--- config.mk ---
export PLATFORM = sky130hd
export DESIGN_NAME = wwdt_top
export DESIGN_NICKNAME = d
export VERILOG_FILES = /design/src/design/wwdt_pkg.sv /design/src/design/wwdt_sync.sv /design/src/design/wwdt_top.sv
export SDC_FILE = /design/constraint.sdc
export NUM_CORES = 1
export LEC_CHECK = 0
export ABC_AREA = 1
export BUFFER_PORTS_ARGS = -buffer_cell sky130_fd_sc_hd__buf_4
export CAP_MARGIN = 5
export CORE_ASPECT_RATIO = 0.5
export CORE_MARGIN = 8
export CORE_UTILIZATION = 30
export DETAILED_ROUTE_END_ITERATION = 10
export PLACE_DENSITY = 0.42
export SYNTH_ARGS = -nofsm -noshare
export SYNTH_HDL_FRONTEND = slang
export SYNTH_SLANG_ARGS = --single-unit
export TNS_END_PERCENT = 30
--- constraint.sdc ---
create_clock -name core_clk -period 6.43 [get_ports core_clk]
set_clock_uncertainty 0.1 [all_clocks]
set_input_delay 0.3215 -clock core_clk [delete_from_list [all_inputs] [get_ports core_clk]]
set_output_delay 0.3215 -clock core_clk [all_outputs]
set_load 0.01 [all_outputs]
--- src/design/wwdt_pkg.sv ---
package wwdt_pkg;

	// ----------------------------------------------------------------
	// timing
	// ----------------------------------------------------------------
	localparam int CLK_MHZ        = 40;
	// oscillator tick: resistor sets it; modelled as a clock divider
	localparam int OSC_DIV        = 40;
	localparam int OSC_DIV_W      = 6;
	// base period in oscillator ticks (low range); divisible by 9 and 5
	localparam int BASE_TICKS     = 90;
	localparam int RANGE_MULT     = 5;
	localparam int INIT_MULT      = 8;
	localparam int RATIO_DIV      = 9;
	localparam int HOLD_DIV       = 5;
	localparam int TICK_W         = 16;
	localparam int DEGLITCH_US    = 180;
	localparam int DLY_FIX_US     = 248;
	localparam int DEGLITCH_CYC   = DEGLITCH_US * CLK_MHZ;
	localparam int DLY_FIX_CYC    = DLY_FIX_US * CLK_MHZ;
	localparam int DLY_W          = 24;
	localparam logic [DLY_W-1:0] DLY_ZERO = 24'h000000;

	// ----------------------------------------------------------------
	// grouped configuration pins
	// ----------------------------------------------------------------
	typedef struct packed {
		logic watchdogTypeSelect;
		logic periodRangeSelect;
		logic windowRatioSelect;
	} wwdt_cfg_s;

	typedef enum logic [1:0] {
		WD_IDLE,
		WD_OPEN,
		WD_CLOSED,
		WD_FAULT
	} wwdt_state_e;

endpackage

--- src/design/wwdt_sync.sv ---
`timescale 1ns/1ps
module wwdt_sync
	import wwdt_pkg::*;
#(
	parameter int W = 1
) (
	input  wire logic         core_clk,
	input  wire logic         rst,
	input  wire logic [W-1:0] asyncIn,
	output logic      [W-1:0] syncOut
);
	logic [W-1:0] meta_q;

	always_ff @(posedge core_clk) begin
		if (rst) begin
			meta_q  <= '0;
			syncOut <= '0;
		end else begin
			meta_q  <= asyncIn;
			syncOut <= meta_q;
		end
	end
endmodule

--- src/design/wwdt_top.sv ---
`timescale 1ns/1ps
// How it works
// RL1: type select low runs windowed mode with closed then open portions.
// RL2: range select high makes the period five times longer.
// RL3: period and fault pulse are whole multiples of the oscillator tick.
// RL4: after initialization the first open window lasts eight periods.
// RL5: ratio select low splits period into equal closed and open halves.
// RL6: ratio select high makes open eight times the closed portion.
// RL7: closed plus open portions equal exactly one period.
// RL8: controller must service within the initialization window or faults.
// RL9: fault on service in closed portion or open portion ending unserviced.
// RL10: power-good rises only after the power-good delay fully elapses.
// RL11: power-good drops only after a deglitch interval; enable low, undervoltage or over-temperature drop it at once.
// RL12: without a delay capacitor a fixed default delay is used.
// RL13: enable low keeps regulator and dependent logic off.
// RL14: undervoltage dip forces shutdown and full power-up sequence again.
// RL15: over-temperature turns output off until below trip minus hysteresis.
// RL16: accepted service clears counter and starts new period, closed first in windowed mode.
// RL17: watchdog runs only with power-good high and enable_n low; else hi-Z.
// RL18: each fault pulls fault output low for one fifth of the period.
// RL19: type select high runs standard mode with no closed portion.
// RL20: service input is synchronized; each rising edge is one event.
// RL21: re-initialize on power-good rise, enable fall, and fault pulse end.
module wwdt_top
	import wwdt_pkg::*;
#(
	parameter int DLY_FIX_CYCLES  = DLY_FIX_CYC,
	parameter int DEGLITCH_CYCLES = DEGLITCH_CYC
) (
	input  wire logic        core_clk,
	input  wire logic        rst,
	input  wire logic        deviceEnable,
	input  wire logic        underVoltage,
	input  wire logic        thermalShutdown,
	input  wire logic        outputInRegulation,
	input  wire logic        delayCapFitted,
	input  wire logic [23:0] delayCapCycles,
	input  wire logic        service_input,
	input  wire logic        watchdog_enable_n,
	input  wire wwdt_cfg_s   cfgPins,
	output logic             regulatorOn,
	output logic             power_good,
	output logic             fault_output_o,
	output logic             fault_output_oe_n,
	output logic             watchdogRunning
);
	// ----------------------------------------------------------------
	// synchronizers: every pin except delayCapFitted and delayCapCycles crosses two flops
	// ----------------------------------------------------------------
	logic [8:0] pinsSync;
	wwdt_sync #(.W(9)) uSync (
		.core_clk (core_clk),
		.rst      (rst),
		.asyncIn  ({deviceEnable, underVoltage, thermalShutdown, outputInRegulation,
		            service_input, watchdog_enable_n, cfgPins}),
		.syncOut  (pinsSync)
	);
	logic enS, uvS, tsdS, regS, svcS, wdEnNS;
	wwdt_cfg_s cfgS;
	assign {enS, uvS, tsdS, regS, svcS, wdEnNS} = pinsSync[8:3];
	assign cfgS = pinsSync[2:0];

	function automatic logic [TICK_W-1:0] ticksOf(input int n);
		ticksOf = TICK_W'(n);
	endfunction

	// ----------------------------------------------------------------
	// regulator supervision
	// ----------------------------------------------------------------
	logic regAllowed;
	assign regAllowed = enS && !uvS && !tsdS; // RL13 RL14 RL15
	// thermal hysteresis lives in the comparator: tsd flag falls at trip minus hyst
	always_ff @(posedge core_clk) begin
		if (rst) regulatorOn <= 1'b0;
		else regulatorOn <= regAllowed; // RL15
	end

	// ----------------------------------------------------------------
	// power good delay and deglitch
	// ----------------------------------------------------------------
	logic [DLY_W-1:0] pgCnt_q;
	logic [DLY_W-1:0] pgDelay;
	assign pgDelay = delayCapFitted ? delayCapCycles : DLY_W'(DLY_FIX_CYCLES); // RL12

	always_ff @(posedge core_clk) begin
		if (rst || !regAllowed) begin // RL14
			pgCnt_q    <= DLY_ZERO;
			power_good <= 1'b0;
		end else if (!power_good) begin
			if (!regS) pgCnt_q <= DLY_ZERO;
			else if (pgCnt_q >= pgDelay) power_good <= 1'b1; // RL10
			else pgCnt_q <= pgCnt_q + 1'b1;
		end else begin
			if (regS) pgCnt_q <= DLY_ZERO;
			else if (pgCnt_q >= DLY_W'(DEGLITCH_CYCLES)) begin // RL11
				power_good <= 1'b0;
				pgCnt_q    <= DLY_ZERO;
			end else pgCnt_q <= pgCnt_q + 1'b1;
		end
	end

	// ----------------------------------------------------------------
	// oscillator tick divider
	// ----------------------------------------------------------------
	logic [OSC_DIV_W-1:0] divCnt_q;
	logic                 oscTick;
	assign oscTick = (divCnt_q == OSC_DIV_W'(OSC_DIV - 1));
	always_ff @(posedge core_clk) begin
		if (rst || oscTick) divCnt_q <= '0;
		else divCnt_q <= divCnt_q + 1'b1;
	end

	// ----------------------------------------------------------------
	// window lengths in oscillator ticks
	// ----------------------------------------------------------------
	logic [TICK_W-1:0] periodTicks, closedTicks, openTicks, initTicks, holdTicks;
	always_comb begin
		periodTicks = cfgS.periodRangeSelect ? ticksOf(BASE_TICKS * RANGE_MULT)
		                                     : ticksOf(BASE_TICKS); // RL2 RL3
		closedTicks = cfgS.windowRatioSelect ? periodTicks / ticksOf(RATIO_DIV) // RL6
		                                     : periodTicks >> 1; // RL5
		openTicks   = periodTicks - closedTicks; // RL7
		initTicks   = periodTicks * ticksOf(INIT_MULT); // RL4
		holdTicks   = periodTicks / ticksOf(HOLD_DIV); // RL18
	end

	// ----------------------------------------------------------------
	// watchdog state machine
	// ----------------------------------------------------------------
	wwdt_state_e       state_q;
	logic [TICK_W-1:0] tickCnt_q;
	logic              svcPrev_q, wdEnNPrev_q, pgPrev_q, isInit_q;
	logic              svcEvent, wdActive, reInit;

	assign svcEvent = svcS && !svcPrev_q; // RL20
	assign wdActive = power_good && !wdEnNS; // RL17
	assign reInit   = (power_good && !pgPrev_q) || (wdEnNPrev_q && !wdEnNS); // RL21

	always_ff @(posedge core_clk) begin
		if (rst) begin
			svcPrev_q   <= 1'b0;
			wdEnNPrev_q <= 1'b1;
			pgPrev_q    <= 1'b0;
		end else begin
			svcPrev_q   <= svcS;
			wdEnNPrev_q <= wdEnNS;
			pgPrev_q    <= power_good;
		end
	end

	always_ff @(posedge core_clk) begin
		if (rst || !wdActive) begin // RL17
			state_q   <= WD_IDLE;
			tickCnt_q <= '0;
			isInit_q  <= 1'b0;
		end else if (reInit || state_q == WD_IDLE) begin
			state_q   <= WD_OPEN; // RL4 RL21
			tickCnt_q <= '0;
			isInit_q  <= 1'b1;
		end else begin
			unique case (state_q)
				WD_OPEN: begin
					if (svcEvent) begin // RL16
						tickCnt_q <= '0;
						isInit_q  <= 1'b0;
						state_q   <= cfgS.watchdogTypeSelect ? WD_OPEN : WD_CLOSED; // RL1 RL19
					end else if (oscTick) begin
						if (tickCnt_q + 1'b1 >= (isInit_q ? initTicks
						    : (cfgS.watchdogTypeSelect ? periodTicks : openTicks))) begin
							state_q   <= WD_FAULT; // RL8 RL9
							tickCnt_q <= '0;
						end else tickCnt_q <= tickCnt_q + 1'b1;
					end
				end
				WD_CLOSED: begin
					if (svcEvent) begin // RL9
						state_q   <= WD_FAULT;
						tickCnt_q <= '0;
					end else if (oscTick) begin
						if (tickCnt_q + 1'b1 >= closedTicks) begin
							state_q   <= WD_OPEN;
							tickCnt_q <= '0;
						end else tickCnt_q <= tickCnt_q + 1'b1;
					end
				end
				WD_FAULT: begin
					if (oscTick) begin
						if (tickCnt_q + 1'b1 >= holdTicks) begin // RL18
							state_q   <= WD_OPEN; // RL21
							tickCnt_q <= '0;
							isInit_q  <= 1'b1;
						end else tickCnt_q <= tickCnt_q + 1'b1;
					end
				end
				WD_IDLE: state_q <= WD_OPEN;
			endcase
		end
	end

	// ----------------------------------------------------------------
	// open-drain fault output and status
	// ----------------------------------------------------------------
	// registered, so pin lags the state by one cycle
	always_ff @(posedge core_clk) begin
		if (rst) begin
			fault_output_o    <= 1'b0;
			fault_output_oe_n <= 1'b1;
			watchdogRunning   <= 1'b0;
		end else begin
			fault_output_o    <= 1'b0;
			fault_output_oe_n <= !(wdActive && state_q == WD_FAULT); // RL17 RL18
			watchdogRunning   <= wdActive;
		end
	end
endmodule

==> out/metrics.yaml <==
status: "completed"
fmax_mhz: 336.1
globalRouteMet3Util_pct: 2.471
antenna_cells_inserted: 0
seq_power_share_pct: 44.8
power.clock.fraction_pct: 48.4
drt_pass1_iterations: 4
cts.sinks: 74
globalRouteTotalUtil_pct: 13.15
combinational_fraction_of_design_power_pct: 6.9
min_cycle_time_layout_ps: 2976
gp_congestion: 0.8062
synth_xor_xnor_area_share_pct: 2.156
dominant_combinational_cell_family_by_area_after_synthesis: "simple AND/OR/NAND/NOR gates"
antenna_violating_nets_post_route: 0
multiplexer_fraction_of_the_synthesized_cell_area_pct: 0
setup-violations-final: 0
num_vias: 5022
finalCritPeriodShare_pct: 46.28
switching_power_mw: 0.2412
hold_slack_ps: 88.03
cts-root-to-sink-buffers: 2
grt_most_used_layer: "met2"
internal_mw: 0.8086
worst_setup_hold_path_clk_slew_ps: 60
dieArea_um2: 22360
holdCritPathClass: "in -> reg"
timing.rr.end: "tickCnt_q[1]$_SDFFE_PP0P_"
asyncSetResetFlopFracSynth_pct: 0
post_synth.cell_area_avg_um2: 6.551
p_total_mw: 1.050
number_of_buffers_inserted_by_post_cts_setup_repair: 0
portBuffers: 39
detail_route.wirelength_um: 14080
synth_enable_flop_cells: 0
hold-path-cell-count: 3
detail_route.drc_violations: 0
timing.setup.critical_path_class: "reg -> reg"
grt_overflow_total: 0
critPathLaunchType: "flop"
grt_first_pass_wirelength_um: 24010
post_drt_wl_per_cell_um: 13.04
holdCritStartpoint: "deviceEnable"
top_flip_flop_cell_by_instance_count_after_synthesis: "sky130_fd_sc_hd__dfxtp_1"
final-max-slew-violation-count: 0
cts-root-buf: "sky130_fd_sc_hd__clkbuf_16"
end_kind: "flop"
pwr_density_cell_nw_per_um2: 172.2
postSynthRegisterBits: 74
clock_latency_ps: 340
slew_headroom_pct: 56.03
floorplan.die.height_um: 109.8
synth_area_um2: 5280
initial_utilization_pct: 30.50
use_met2_pct: 23.54
rsz0062_at_grt: "no"
synthesis.nets: 904
required_time_at_the_endpoint_of_the_critical_path_ps: 6580
ys_seq_area_share_pct: 28.06
grt_pass1_vias: 5005
ir_worst_vdd_uv: 109.4
area_delta_synth_final_pct: 15.47
worst-path-max-fanout: 16
filler_cell_count: 1900
worstRegToRegCells: 14
cp.arrival_ps: 3130
register_area_um2: 1481
synth-simple-area-share_pct: 34.88
synth_fa_ha_area_share_pct: 14.69
iteration_0_drc_count_of_the_detailed_router: 219
cts_tree: "built"
cts_inserted_buffers: 9
netSwitchingFraction_pct: 22.98
placeableCoreArea_um2: 17310
cts_max_level: 3
finalNetCount: 939
total_leakage_power_nw: 2.789
number_of_library_cell_types_mapped_by_synthesis: 38
timing.reg2reg.setup_slack_ps: 3450
finalCoreUtilization_pct: 35.21
syn_inst: 806
drive_above_1_share_pct: 8.511
synth_warnings: 0
die_x_um: 203.6
grt_antenna_before_repair: 0
multiInputGateArea_um2: 3264
max_cap_viol_count: 0
io_pins: 41
vias_per_cell: 4.650
grt_start_max_net_pins: 33
hpwl_um: 10940
fp-row-count: 34
tightest_slew_ps: 657.9
cts_hold_buffers: 0
report.final.hold_viol_count: 0
crit-reg2reg-launch: "uSync.syncOut[1]$_SDFF_PP0_"
min_to: "uSync.meta_q[8]$_SDFF_PP0_"
grt_use_met1_pct: 16.07
synth_compound_gate_area_share_pct: 10.02
tns_ps: 0
cts_repair_resize_count: 0
[power by group through the flow]
stage,clock network [mW],registers (mW),logic (mW)
after global routing,0.544,0.470,0.0843
after detailed placement,0,0.480,0.0732
after global placement,0,0.480,0.0726
after CTS,0.527,0.470,0.0736
final,0.508,0.470,0.0722
after floorplan,0,0.479,0.0446
[metrics by stage]
step                      cell area (um^2)  setup slack [ps]  cells
after floorplan                       5280              3664    806
after global placement                5801              3532   1064
after detailed placement              5801              3456   1064
after CTS                             6097              3430   1080
after global routing                  6097              3143   1080
final                                 6097              3454   1080
[metal layers]
| layer | routed length, um | share of wire (%) | vias to the layer above |
|---|---|---|---|
| met5 | 0 | 0 | - |
| met4 | 212 | 1.5 | 0 |
| met3 | 366 | 2.6 | 17 |
| met2 | 6578 | 47 | 59 |
| met1 | 6926 | 49 | 2261 |
| li1 | - | - | 2685 |
[logic make-up after synthesis]
logic type | after synthesis
XOR/XNOR | 13
AO/OA/AOI/OAI | 98
other | 1
AND/OR/NAND/NOR | 421
adder cells (fa/ha/maj) | 62
buffers and inverters | 137
flip-flops | 74
[layout by cell type (no fill, tap or decap), types with 3 or more instances in the layout]
cell / netlist / layout
sky130_fd_sc_hd__nor2_4: 3 / 3
sky130_fd_sc_hd__dfxtp_1: 74 / 74
sky130_fd_sc_hd__ha_1: 62 / 62
sky130_fd_sc_hd__buf_4: 1 / 42
sky130_fd_sc_hd__nand3_1: 44 / 44
sky130_fd_sc_hd__a21oi_1: 61 / 61
sky130_fd_sc_hd__o21ai_0: 19 / 19
sky130_fd_sc_hd__nor4_1: 3 / 3
sky130_fd_sc_hd__clkbuf_16: 0 / 9
sky130_fd_sc_hd__inv_1: 119 / 119
sky130_fd_sc_hd__xnor2_1: 6 / 6
sky130_fd_sc_hd__nand4_1: 35 / 35
sky130_fd_sc_hd__nand2_1: 193 / 193
sky130_fd_sc_hd__xor2_1: 7 / 7
sky130_fd_sc_hd__nor2_2: 3 / 3
sky130_fd_sc_hd__nor3_1: 18 / 18
sky130_fd_sc_hd__clkinv_2: 0 / 3
sky130_fd_sc_hd__nand2_2: 4 / 4
sky130_fd_sc_hd__nor2_1: 108 / 108
sky130_fd_sc_hd__o31ai_1: 3 / 3
[Yosys cell counts (3+ instances only)]
master / count / area share, %
sky130_fd_sc_hd__nor4_1: 3 / 0.36
sky130_fd_sc_hd__xnor2_1: 6 / 1.0
sky130_fd_sc_hd__nor3_1: 18 / 1.7
sky130_fd_sc_hd__nand3_1: 44 / 4.2
sky130_fd_sc_hd__o31ai_1: 3 / 0.43
sky130_fd_sc_hd__a21oi_1: 61 / 5.8
sky130_fd_sc_hd__nor2_4: 3 / 0.64
sky130_fd_sc_hd__nand4_1: 35 / 4.1
sky130_fd_sc_hd__o21ai_0: 19 / 1.8
sky130_fd_sc_hd__nor2_2: 3 / 0.36
sky130_fd_sc_hd__nor2_1: 108 / 7.7
sky130_fd_sc_hd__ha_1: 62 / 15
sky130_fd_sc_hd__inv_1: 119 / 8.5
sky130_fd_sc_hd__dfxtp_1: 74 / 28
sky130_fd_sc_hd__clkbuf_1: 12 / 0.85
sky130_fd_sc_hd__xor2_1: 7 / 1.2
sky130_fd_sc_hd__nand2_2: 4 / 0.47
sky130_fd_sc_hd__buf_2: 4 / 0.38
sky130_fd_sc_hd__nand2_1: 193 / 14
[flip-flops by register name, indices dropped and copies added (netlist names), 2 cells and up]
register,cells
divCnt_q,6
state_q,2
tickCnt_q,16
uSync.meta_q,9
pgCnt_q,24
uSync.syncOut,9
[worst max-delay path by stage]
stage	startpoint	end	slack, ps	cells past startpoint
finish	uSync.syncOut[1]$_SDFF_PP0_	tickCnt_q[1]$_SDFFE_PP0P_	3450	14
global placement	uSync.syncOut[1]$_SDFF_PP0_	tickCnt_q[4]$_SDFFE_PP0P_	3530	14
global route	tickCnt_q[0]$_SDFFE_PP0P_	tickCnt_q[11]$_SDFFE_PP0P_	3140	17
CTS	uSync.syncOut[1]$_SDFF_PP0_	tickCnt_q[1]$_SDFFE_PP0P_	3430	14
floorplan	tickCnt_q[0]$_SDFFE_PP0P_	tickCnt_q[10]$_SDFFE_PP0P_	3660	17
detailed placement	uSync.syncOut[1]$_SDFF_PP0_	tickCnt_q[1]$_SDFFE_PP0P_	3460	14
[worst max-delay path, stage by stage, from the launching register on]
cell	delay (ps)
sky130_fd_sc_hd__dfxtp_1	510
sky130_fd_sc_hd__inv_1	250
sky130_fd_sc_hd__ha_1	270
sky130_fd_sc_hd__inv_1	100
sky130_fd_sc_hd__nand4_1	100
sky130_fd_sc_hd__a31oi_1	160
sky130_fd_sc_hd__ha_1	260
sky130_fd_sc_hd__a21oi_1	130
sky130_fd_sc_hd__o21ai_0	90
sky130_fd_sc_hd__a21oi_1	170
sky130_fd_sc_hd__nand3_1	100
sky130_fd_sc_hd__o21ai_1	120
sky130_fd_sc_hd__buf_4	250
sky130_fd_sc_hd__nand4_1	130
sky130_fd_sc_hd__a21oi_1	150
[layout make-up]
type	count	share of cell area, %
multi-input cells	595	53.54
well taps	234	4.802
clock inverters	5	0.8824
repair buffers	42	5.171
inverters	119	7.326
flip-flops and latches	74	24.30
clock buffers	11	3.981
(Power assumes the default switching activity.)
